===== src/core/eips_cfg.svh =====
// constants for the external interrupt port selector, upper lines
`ifndef EIPS_CFG_SVH
`define EIPS_CFG_SVH
`define EIPS_SEL_OFFSET 12'h104
`define EIPS_SEL_RESET 32'h0000_0000
`define EIPS_FIELD_PITCH 4
`define EIPS_FIELD_WIDTH 3
`define EIPS_FIRST_LINE 8
`define EIPS_LINE_COUNT 8
`define EIPS_PORT_COUNT 6
`define EIPS_FIELD_MASK 32'h7777_7777
`endif


===== src/core/eips_pkg.sv =====
// types for the external interrupt port selector
package eips_pkg;
    // selector encoding of the source port
    typedef enum logic [2:0] {
        eips_port_a = 3'h0,
        eips_port_b = 3'h1,
        eips_port_c = 3'h2,
        eips_port_d = 3'h3,
        eips_port_e = 3'h4,
        eips_port_f = 3'h5
    } eips_port_type;
endpackage


===== src/core/eips_route_if.sv =====
// interface carrying the selector word and pins into the router
`timescale 1ns/10ps
interface eips_route_if;
    logic [31:0] sel_word; // selector register contents
    logic [7:0] bank_pins [6]; // pins 8..15 of each port
    logic [7:0] lines; // routed interrupt lines
    modport regs (output sel_word, output bank_pins, input lines);
    modport router (input sel_word, input bank_pins, output lines);
endinterface


===== src/core/eips_top.sv =====
// apb slave holding the upper-line port selector and routed line outputs
`timescale 1ns/10ps
module eips_top (
    input wire logic pclk,
    input wire logic presetn,
    input wire logic clk_en,
    input wire logic psel,
    input wire logic penable,
    input wire logic pwrite,
    input wire logic [11:0] paddr,
    input wire logic [31:0] pwdata,
    input wire logic [7:0] bank_a_choice,
    input wire logic [7:0] bank_b_choice,
    input wire logic [7:0] bank_c_choice,
    input wire logic [7:0] bank_d_choice,
    input wire logic [7:0] bank_e_choice,
    input wire logic [7:0] bank_f_choice,
    output logic [31:0] prdata,
    output logic pready,
    output logic pslverr,
    output logic [7:0] ext_irq_line,
    output eips_pkg::eips_port_type line15_source_port
);
    import eips_pkg::*;
    `include "eips_cfg.svh"

    ////////////////////////////////////////////////////////////////////
    // register state
    logic [31:0] ext_irq_port_select_high; // selector register
    logic [31:0] next_ext_irq_port_select_high;
    logic [31:0] next_prdata;
    logic next_pready;
    logic next_pslverr;
    logic [7:0] next_ext_irq_line;
    eips_port_type next_line15_source_port;

    // address decode, used by read and write paths
    function automatic logic hit(input logic [11:0] a);
        hit = (a == `EIPS_SEL_OFFSET);
    endfunction

    // pin that a selector code picks out of the six banks; codes 6 and 7 pick nothing
    function automatic logic route_bit(input logic [2:0] code, input logic [5:0] bank_bits);
        route_bit = 1'b0;
        case (code)
            3'h0: route_bit = bank_bits[0];
            3'h1: route_bit = bank_bits[1];
            3'h2: route_bit = bank_bits[2];
            3'h3: route_bit = bank_bits[3];
            3'h4: route_bit = bank_bits[4];
            3'h5: route_bit = bank_bits[5];
            default: route_bit = 1'b0; // unused codes route nothing
        endcase
    endfunction

    // router instance over interface
    eips_route_if rif ();
    assign rif.sel_word = ext_irq_port_select_high;
    assign rif.bank_pins[0] = bank_a_choice;
    assign rif.bank_pins[1] = bank_b_choice;
    assign rif.bank_pins[2] = bank_c_choice;
    assign rif.bank_pins[3] = bank_d_choice;
    assign rif.bank_pins[4] = bank_e_choice;
    assign rif.bank_pins[5] = bank_f_choice;
    eips_router u_router (
        .rif(rif.router)
    );

    ////////////////////////////////////////////////////////////////////
    // next-state: one-wait-state apb access and register write
    always_comb begin
        next_ext_irq_port_select_high = ext_irq_port_select_high;
        next_prdata = prdata;
        next_pready = 1'b0;
        next_pslverr = 1'b0;
        if (psel && penable && !pready) begin
            // answer in the cycle after the access phase begins
            next_pready = 1'b1;
            next_pslverr = !hit(paddr);
            if (!pwrite) begin
                next_prdata = hit(paddr) ? ext_irq_port_select_high : 32'h0000_0000;
            end
        end
        if (psel && penable && pready && pwrite && hit(paddr)) begin
            // reserved bits are held at zero whatever software writes
            next_ext_irq_port_select_high = pwdata & `EIPS_FIELD_MASK;
        end
        next_ext_irq_line = rif.lines;
        next_line15_source_port = eips_port_type'(ext_irq_port_select_high[30:28]);
    end

    // registers, frozen while clock enable is low
    always_ff @(posedge pclk or negedge presetn) begin
        if (!presetn) begin
            ext_irq_port_select_high <= `EIPS_SEL_RESET;
            prdata <= 32'h0000_0000;
            pready <= 1'b0;
            pslverr <= 1'b0;
            ext_irq_line <= 8'h00;
            line15_source_port <= eips_port_a;
        end else if (clk_en) begin
            ext_irq_port_select_high <= next_ext_irq_port_select_high;
            prdata <= next_prdata;
            pready <= next_pready;
            pslverr <= next_pslverr;
            ext_irq_line <= next_ext_irq_line;
            line15_source_port <= next_line15_source_port;
        end
    end

    ////////////////////////////////////////////////////////////////////
    // checks
    chk_reserved_zero: assert property (@(posedge pclk) disable iff (!presetn)
        (ext_irq_port_select_high & ~`EIPS_FIELD_MASK) == 32'h0)
        else $error("reserved selector bit set");
    chk_write_lands: assert property (@(posedge pclk) disable iff (!presetn)
        clk_en && psel && penable && pready && pwrite && hit(paddr) |=>
        ext_irq_port_select_high[22:20] == $past(pwdata[22:20]))
        else $error("line 13 selector not written");
    chk_route_a: assert property (@(posedge pclk) disable iff (!presetn)
        clk_en && ext_irq_port_select_high[2:0] == 3'h0 |=>
        ext_irq_line[0] == $past(bank_a_choice[0]))
        else $error("line 8 not routed from port a");
    chk_route_f: assert property (@(posedge pclk) disable iff (!presetn)
        clk_en && ext_irq_port_select_high[30:28] == 3'h5 |=>
        ext_irq_line[7] == $past(bank_f_choice[7]))
        else $error("line 15 not routed from port f");
    chk_route_c: assert property (@(posedge pclk) disable iff (!presetn)
        clk_en && ext_irq_port_select_high[26:24] == 3'h2 |=>
        ext_irq_line[6] == $past(bank_c_choice[6]))
        else $error("line 14 not routed from port c");
    chk_read_back: assert property (@(posedge pclk) disable iff (!presetn)
        clk_en && psel && penable && !pready && !pwrite && hit(paddr) |=>
        pready && prdata == $past(ext_irq_port_select_high))
        else $error("read data mismatch");
    chk_ready_pulse: assert property (@(posedge pclk) disable iff (!presetn)
        clk_en && pready |=> !pready)
        else $error("ready held too long");
    chk_bad_addr: assert property (@(posedge pclk) disable iff (!presetn)
        clk_en && psel && penable && !pready && !hit(paddr) |=> pready && pslverr)
        else $error("unmapped address not flagged");

    ////////////////////////////////////////////////////////////////////
    // timing that the checks below lean on:
    // - the access phase is taken at the edge where pready is still low
    // - pready and pslverr come back one cycle later, for one cycle
    // - a write lands at the edge where pready is seen high
    // - read data is loaded together with pready and then held
    // - routed lines and the line 15 view trail their inputs by one cycle
    // - while clock enable is low nothing moves, pready included
    // - reserved bits never hold a one, whatever software writes
    // a master that drops penable early is not covered; it still gets pready one cycle later, but its write is not stored
    // an unmapped access still gets an answer, flagged by pslverr
    // codes 6 and 7 are legal to store but route a constant low
    // the routed lines are plain levels; edge detection lives elsewhere
    // all checks are disabled while reset is asserted
    ////////////////////////////////////////////////////////////////////
    // per-field write checks

    // line 15 selector takes the written field
    chk_write_ln15: assert property (@(posedge pclk) disable iff (!presetn)
        clk_en && psel && penable && pready && pwrite && hit(paddr) |=>
        ext_irq_port_select_high[30:28] == $past(pwdata[30:28]))
        else $error("line 15 selector not written");

    // line 14 selector takes the written field
    chk_write_ln14: assert property (@(posedge pclk) disable iff (!presetn)
        clk_en && psel && penable && pready && pwrite && hit(paddr) |=>
        ext_irq_port_select_high[26:24] == $past(pwdata[26:24]))
        else $error("line 14 selector not written");

    // line 12 selector takes the written field
    chk_write_ln12: assert property (@(posedge pclk) disable iff (!presetn)
        clk_en && psel && penable && pready && pwrite && hit(paddr) |=>
        ext_irq_port_select_high[18:16] == $past(pwdata[18:16]))
        else $error("line 12 selector not written");

    // line 11 selector takes the written field
    chk_write_ln11: assert property (@(posedge pclk) disable iff (!presetn)
        clk_en && psel && penable && pready && pwrite && hit(paddr) |=>
        ext_irq_port_select_high[14:12] == $past(pwdata[14:12]))
        else $error("line 11 selector not written");

    // line 10 selector takes the written field
    chk_write_ln10: assert property (@(posedge pclk) disable iff (!presetn)
        clk_en && psel && penable && pready && pwrite && hit(paddr) |=>
        ext_irq_port_select_high[10:8] == $past(pwdata[10:8]))
        else $error("line 10 selector not written");

    // line 9 selector takes the written field
    chk_write_ln9: assert property (@(posedge pclk) disable iff (!presetn)
        clk_en && psel && penable && pready && pwrite && hit(paddr) |=>
        ext_irq_port_select_high[6:4] == $past(pwdata[6:4]))
        else $error("line 9 selector not written");

    // line 8 selector takes the written field
    chk_write_ln8: assert property (@(posedge pclk) disable iff (!presetn)
        clk_en && psel && penable && pready && pwrite && hit(paddr) |=>
        ext_irq_port_select_high[2:0] == $past(pwdata[2:0]))
        else $error("line 8 selector not written");

    ////////////////////////////////////////////////////////////////////
    // per-line routing checks, every code

    // line 8 follows the pin its selector names
    chk_route_ln8: assert property (@(posedge pclk) disable iff (!presetn)
        clk_en |=> ext_irq_line[0] == $past(route_bit(ext_irq_port_select_high[2:0],
            {bank_f_choice[0], bank_e_choice[0], bank_d_choice[0],
            bank_c_choice[0], bank_b_choice[0], bank_a_choice[0]})))
        else $error("line 8 routed from wrong pin");

    // line 9 follows the pin its selector names
    chk_route_ln9: assert property (@(posedge pclk) disable iff (!presetn)
        clk_en |=> ext_irq_line[1] == $past(route_bit(ext_irq_port_select_high[6:4],
            {bank_f_choice[1], bank_e_choice[1], bank_d_choice[1],
            bank_c_choice[1], bank_b_choice[1], bank_a_choice[1]})))
        else $error("line 9 routed from wrong pin");

    // line 10 follows the pin its selector names
    chk_route_ln10: assert property (@(posedge pclk) disable iff (!presetn)
        clk_en |=> ext_irq_line[2] == $past(route_bit(ext_irq_port_select_high[10:8],
            {bank_f_choice[2], bank_e_choice[2], bank_d_choice[2],
            bank_c_choice[2], bank_b_choice[2], bank_a_choice[2]})))
        else $error("line 10 routed from wrong pin");

    // line 11 follows the pin its selector names
    chk_route_ln11: assert property (@(posedge pclk) disable iff (!presetn)
        clk_en |=> ext_irq_line[3] == $past(route_bit(ext_irq_port_select_high[14:12],
            {bank_f_choice[3], bank_e_choice[3], bank_d_choice[3],
            bank_c_choice[3], bank_b_choice[3], bank_a_choice[3]})))
        else $error("line 11 routed from wrong pin");

    // line 12 follows the pin its selector names
    chk_route_ln12: assert property (@(posedge pclk) disable iff (!presetn)
        clk_en |=> ext_irq_line[4] == $past(route_bit(ext_irq_port_select_high[18:16],
            {bank_f_choice[4], bank_e_choice[4], bank_d_choice[4],
            bank_c_choice[4], bank_b_choice[4], bank_a_choice[4]})))
        else $error("line 12 routed from wrong pin");

    // line 13 follows the pin its selector names
    chk_route_ln13: assert property (@(posedge pclk) disable iff (!presetn)
        clk_en |=> ext_irq_line[5] == $past(route_bit(ext_irq_port_select_high[22:20],
            {bank_f_choice[5], bank_e_choice[5], bank_d_choice[5],
            bank_c_choice[5], bank_b_choice[5], bank_a_choice[5]})))
        else $error("line 13 routed from wrong pin");

    // line 14 follows the pin its selector names
    chk_route_ln14: assert property (@(posedge pclk) disable iff (!presetn)
        clk_en |=> ext_irq_line[6] == $past(route_bit(ext_irq_port_select_high[26:24],
            {bank_f_choice[6], bank_e_choice[6], bank_d_choice[6],
            bank_c_choice[6], bank_b_choice[6], bank_a_choice[6]})))
        else $error("line 14 routed from wrong pin");

    // line 15 follows the pin its selector names
    chk_route_ln15: assert property (@(posedge pclk) disable iff (!presetn)
        clk_en |=> ext_irq_line[7] == $past(route_bit(ext_irq_port_select_high[30:28],
            {bank_f_choice[7], bank_e_choice[7], bank_d_choice[7],
            bank_c_choice[7], bank_b_choice[7], bank_a_choice[7]})))
        else $error("line 15 routed from wrong pin");

    ////////////////////////////////////////////////////////////////////
    // bus and enable checks

    // line 15 view trails the register by one cycle
    chk_line15_view: assert property (@(posedge pclk) disable iff (!presetn)
        clk_en |=> line15_source_port == $past(ext_irq_port_select_high[30:28]))
        else $error("line 15 view out of step");

    // nothing moves while clock enable is low
    chk_enable_freeze: assert property (@(posedge pclk) disable iff (!presetn)
        !clk_en |=> $stable(ext_irq_port_select_high) && $stable(pready) && $stable(ext_irq_line))
        else $error("state moved while frozen");

    // an unmapped write leaves the selectors alone
    chk_bad_write: assert property (@(posedge pclk) disable iff (!presetn)
        clk_en && psel && penable && pready && pwrite && !hit(paddr) |=>
        $stable(ext_irq_port_select_high))
        else $error("unmapped write changed selectors");

    // an unmapped read returns zero
    chk_bad_read: assert property (@(posedge pclk) disable iff (!presetn)
        clk_en && psel && penable && !pready && !pwrite && !hit(paddr) |=>
        prdata == 32'h0000_0000)
        else $error("unmapped read not zero");

    // no answer without an access phase
    chk_ready_cause: assert property (@(posedge pclk) disable iff (!presetn)
        clk_en && !(psel && penable) |=> !pready)
        else $error("ready without access");

    // the error flag only comes with ready
    chk_err_ready: assert property (@(posedge pclk) disable iff (!presetn)
        pslverr |-> pready)
        else $error("error flag without ready");

    // read data holds between reads
    chk_rdata_hold: assert property (@(posedge pclk) disable iff (!presetn)
        clk_en && !(psel && penable && !pready && !pwrite) |=> $stable(prdata))
        else $error("read data changed between reads");
endmodule


===== src/core/eips_router.sv =====
// combinational router from port pins to interrupt lines
`timescale 1ns/10ps
module eips_router (
    eips_route_if.router rif
);
    import eips_pkg::*;
    `include "eips_cfg.svh"
    // pick one bank pin per line from its 3-bit field
    always_comb begin
        for (int i = 0; i < `EIPS_LINE_COUNT; i++) begin
            case (rif.sel_word[i*`EIPS_FIELD_PITCH +: `EIPS_FIELD_WIDTH])
                3'h0: rif.lines[i] = rif.bank_pins[0][i];
                3'h1: rif.lines[i] = rif.bank_pins[1][i];
                3'h2: rif.lines[i] = rif.bank_pins[2][i];
                3'h3: rif.lines[i] = rif.bank_pins[3][i];
                3'h4: rif.lines[i] = rif.bank_pins[4][i];
                3'h5: rif.lines[i] = rif.bank_pins[5][i];
                default: rif.lines[i] = 1'b0; // unused codes route nothing
            endcase
        end
    end
endmodule


===== config.mk =====
export PLATFORM = sky130hd
export DESIGN_NAME = eips_top
export DESIGN_NICKNAME = d
export VERILOG_FILES = /design/src/core/eips_pkg.sv /design/src/core/eips_route_if.sv /design/src/core/eips_top.sv /design/src/core/eips_router.sv
export VERILOG_INCLUDE_DIRS = /design/src /design/src/core
export SDC_FILE = /design/constraint.sdc
export NUM_CORES = 1
export LEC_CHECK = 0
export BUFFER_PORTS_ARGS = -buffer_cell sky130_fd_sc_hd__buf_2
export CORE_ASPECT_RATIO = 0.9
export CORE_MARGIN = 5
export CORE_UTILIZATION = 40
export CTS_CLUSTER_SIZE = 24
export DETAILED_ROUTE_END_ITERATION = 8
export GPL_ROUTABILITY_DRIVEN = 1
export PLACE_DENSITY = 0.75
export SLEW_MARGIN = 30
export SYNTH_ARGS = -nofsm -noshare
export SYNTH_HDL_FRONTEND = slang
export SYNTH_SLANG_ARGS = --single-unit

===== constraint.sdc =====
create_clock -name pclk -period 1.44 [get_ports pclk]
set_input_delay 0.216 -clock pclk [delete_from_list [all_inputs] [get_ports pclk]]
set_output_delay 0.216 -clock pclk [all_outputs]
set_load 0.005 [all_outputs]

; ---- After elaboration in Yosys (flattened, before gate mapping)
; Cells that the tools add are included.
[word_totals]
input_bits = 98
regBits = 69
n_memories = 0
word_cells = 76
latch_bits = 0
mem_bits_rw = 0
romBits = 0
[classes]
multipliers = 0
reduce_logical = 17
shift = 0
add_sub_neg = 0
mux = 11
bitwise = 1
order_cmp = 0
div = 0
n_eq_ne = 41
[op_table]
columns = operator, count
row1 = "3-bit by 2-bit equality test with 1-bit output, second input constant", 16
row2 = "3-bit equality test, second input constant", 16
row3 = 1-bit one-hot mux with 6 select lines, 8
row4 = 31-bit two-way mux, 1
row5 = "3-bit by 1-bit equality test with 1-bit output, second input constant", 8
row6 = 3-bit logical NOT, 8
row7 = "12-bit by 9-bit equality test with 1-bit output, second input constant", 1
row8 = 1-bit logical AND, 5
row9 = 3-bit AND reduction, 1
row10 = 1-bit logical NOT, 2
row11 = 1-bit two-way mux, 2
row12 = 2-bit AND reduction, 1
row13 = 1-bit NOT, 1

; ---- Depth between registers and ports, before layout
[depth]
ltp_word = 5
mapped_depth = 6

; ---- Cells and area by module
; A second synthesis with hierarchy kept.
[unflattened]
hier_cells = 191
hier_area_um2 = 2735.1
[modules_own_cells]
columns = mod, area_each_um2, instances, cells_each, seq_area_each_um2
row1 = eips_top, 2324.7, 1, 151, 1526.5
row2 = eips_router, 410.4, 1, 40, 0.0

; ---- Worst setup path after synthesis
; OpenSTA, ideal clock, no wires.
[synth_timing]
kind = input to register
from = in paddr[5]
to = reg ext_irq_port_select_high[4]
required_ns = 1.315
arrival_time_ns = 1.563
slack_ns = -0.248
path_buffers = 2
cell_stages = 6
path_cell_list = nor4b_1 -> nand3_1 -> or3_1 -> buf_6 -> buf_6 -> mux2_4
[synth_between]
elab_chain_len = 3
[synth_lines]
columns = item, line_no
row1 = start: declaration, eips_top.sv:10  ; input wire logic [11:0] paddr,
row2 = 12-bit by 9-bit equality test with 1-bit output (no line), --
row3 = 1-bit logical AND, eips_top.sv:84  ; if (psel && penable && pready && pwrite && hit(paddr)) begin
row4 = 2-bit AND reduction (no line), --
row5 = end signal: assignment, eips_top.sv:95  ; ext_irq_port_select_high <= `EIPS_SEL_RESET;
row6 = end signal: assignment, eips_top.sv:102  ; ext_irq_port_select_high <= next_ext_irq_port_select_high;
row7 = end: declaration, eips_top.sv:29  ; logic [31:0] ext_irq_port_select_high;
; No other way between the ends.
; A chain may end at the register's enable or synchronous reset.

; ---- Final worst setup path
[layout_timing]
from = reg pready
to = reg ext_irq_port_select_high[9]
[layout_between]
elab_chain_len = 4
[layout_lines]
columns = item, line_no
row1 = start: declaration, eips_top.sv:19  ; output logic pready,
row2 = start signal: assignment, eips_top.sv:104  ; pready <= next_pready;
row3 = 1-bit logical AND (3 in series), eips_top.sv:84
row4 = 2-bit AND reduction (no line), --
; No other way between the ends.

==> flow_summary.ini <==
[run_status]
status = completed

[floorplan]
num_rows = 28
start_util_pct = 41.04
dieArea_um2 = 8464
dieHeight_um = 87.78
io_pins = 143
coreArea_um2 = 6551
die_w_um = 96.43

[power_and_ir_drop]
power.share.clock_pct = 43.9
p_comb_share_pct = 8.0
internal_power_mw = 2.870
swShare_pct = 21.23
vdd_drop_max_mv = 0.5425
switchingPower_mw = 0.7734
p_seq_share_pct = 48.1
cellPowerDensity_nw_per_um2 = 976.9
leakagePower_nw = 1.975

[clock_tree]
htreeDepth = 3
cts_tree = done
cts_setup_buffers = 0
cts_buffers = 9
root_buffer = clkbuf_8
cts.path.max_buffers = 2
clk_pin_slew_ps = 70
cts.sinks = 61
clk_latency_ps = 320

[grt]
antenna_found_initial = 0
grt_pass1_wl_um = 10960
grt_max_degree = 62
grt_pass1_vias = 2335
gr-usage-all-layers_pct = 17.13
grt_overflow_total = 0

[min_path]
min_path_type = in2reg
min-delay-start = pwdata[16]

[logic_synthesis]
synth_top_family_by_area = multiplexers
synth_xor_area_share_pct = 0
synthAdderAreaFrac_pct = 0
synth_compound_area_share_pct = 9.912
synth-simple-area-share_pct = 4.374
yosysUniqueCellTypes = 20
synth_seq_cells = 61
synthMuxAreaShare_pct = 24.10
synth_cells = 192
synth_seq_area_share_pct = 56.77
synth_area_per_cell_um2 = 14.00
yosysWarnings = 0
syn_area_um2 = 2689

[drt]
wire_per_inst_um = 15.92
wl_um = 6812
ant_nets = 0
dr.pass1.iters = 4
viasPerCell = 4.963
drt_iter0_markers = 51
vias = 2124
drcViolationCount = 0

[sta]
finalCriticalPeriod_ps = 1424
worst_slack_ps = 15.88
hold_viol_final = 0
skew_ps = 7.334
tns_ps = 0
final.period_utilization_pct = 98.90
slew_violations = 0
grt_setup_unrepaired = yes
fmax_ghz = 0.7022
setup_violations = 0

[layout]
fin_util_pct = 56.93
area_growth_pct = 38.72
fin_area_um2 = 3730
layout_common_cells = buf_2 (126), dfrtp_1 (61), mux2_2 (26)
drive_gt1_share_pct = 57.10
fin_nets = 431
diodes = 0
final_common_cell = buf_2

[place]
hpwl_um = 5207
dp_slack_ps = -308.5
portBuffers = 126
placed_area_um2 = 3492
place.gp.congestion = 0.7899

[worst_setup_path]
cp.required_ps = 1650
critPathMaxFanout = 16
worst_setup_path_end_kind = flip-flop
crit_start = pready
cp-start-kind = flip-flop
r2r_start = pready
cp_data_arrival_time_ps = 1630
crit_type = reg2reg

[job]
maxCapViolations = 0
[power groups by stage]
stage / clock (mW) / sequential, mW / combinational [mW]
final: 1.60 / 1.75 / 0.291
after CTS: 1.65 / 1.75 / 0.297
after detailed placement: 0 / 1.78 / 0.295
after global routing: 1.73 / 1.76 / 0.330
after global placement: 0 / 1.78 / 0.288
after floorplan: 0 / 1.79 / 0.0947
[through the flow]
stage | hold slack (ps) | std cells | total power, mW
floorplan | -79.59 | 199 | 1.882
global placement | 243.8 | 411 | 2.072
detailed placement | 252.0 | 411 | 2.079
CTS | 94.93 | 428 | 3.698
global route | 94.05 | 428 | 3.812
finish | 115.8 | 428 | 3.644
[worst paths after layout]
kind / end / slack (ps) / cells after the start
max: ext_irq_port_select_high[9] / 20 / 4
min: ext_irq_port_select_high[16] / 120 / 2
max reg2reg: ext_irq_port_select_high[9] / 20 / 4
min reg2reg: prdata[1] / 500 / 1
max in group asynchronous: line15_source_port[2] / 750 / 3
min in group asynchronous: line15_source_port[1] / 420 / 3
[kinds of logic (layout without fill, tap and decap cells)]
logic type	count (synthesis)	in the layout
compound gates	34	34
buf+inv	19	158
simple gates	26	26
mux	51	51
flops	61	61
other cells	1	8
[registers in the layout, summed over array words and instances, names as in the netlist]
signal                    count
ext_irq_port_select_high     24
ext_irq_line                  8
line15_source_port            3
pslverr                       1
prdata                       24
pready                        1
[what timing repair did]
| item | 4_1_cts | 5_1_grt |
|---|---|---|
| hold endpoints to repair | 61 | 0 |
| setup endpoints to repair | 6 | 32 |
| hold buffers | 1 | 0 |
| cloned | 0 | 0 |
| resized for setup | 2 | 3 |
[cell type report]
class / count / area [um2]
Fill cell: 572 / 2821
Timing Repair Buffer: 141 / 773.2
Sequential cell: 61 / 1526
Clock buffer: 12 / 135.1
Inverter: 1 / 3.754
Tap cell: 90 / 112.6
Multi-Input combinational cell: 119 / 1106
Clock inverter: 4 / 72.57
[critical path: stages, from the launching register on]
cell,delay (ps)
dfrtp_1,380
nand2_1,60
or3_4,400
buf_8,170
mux2_2,290
[cells in the mapped netlist]
cell / n / area (um2)
a21o_1: 1 / 7.510
a21oi_1: 8 / 40.04
a22o_1: 25 / 219.0
buf_2: 2 / 10.01
buf_4: 8 / 60.06
buf_6: 3 / 33.78
clkbuf_1: 5 / 18.77
conb_1: 1 / 3.750
dfrtp_1: 61 / 1526
inv_1: 1 / 3.750
mux2_2: 26 / 292.8
mux2_4: 1 / 15.01
mux2i_1: 16 / 160.2
mux4_2: 8 / 180.2
nand2_1: 1 / 3.750
nand3_1: 2 / 10.01
nor2_1: 18 / 67.56
nor4_1: 1 / 6.260
nor4b_1: 2 / 17.52
or3_1: 2 / 12.51
[metal layers]
layer	part of all wire [%]	vias to the layer above	track usage [%]
met1	39	1045	19.56
met4	2.0	0	7.898
li1	-	978	-
met2	51	88	29.40
met3	7.9	13	5.241
met5	0	-	0
Power figures use the tool's default switching activity.
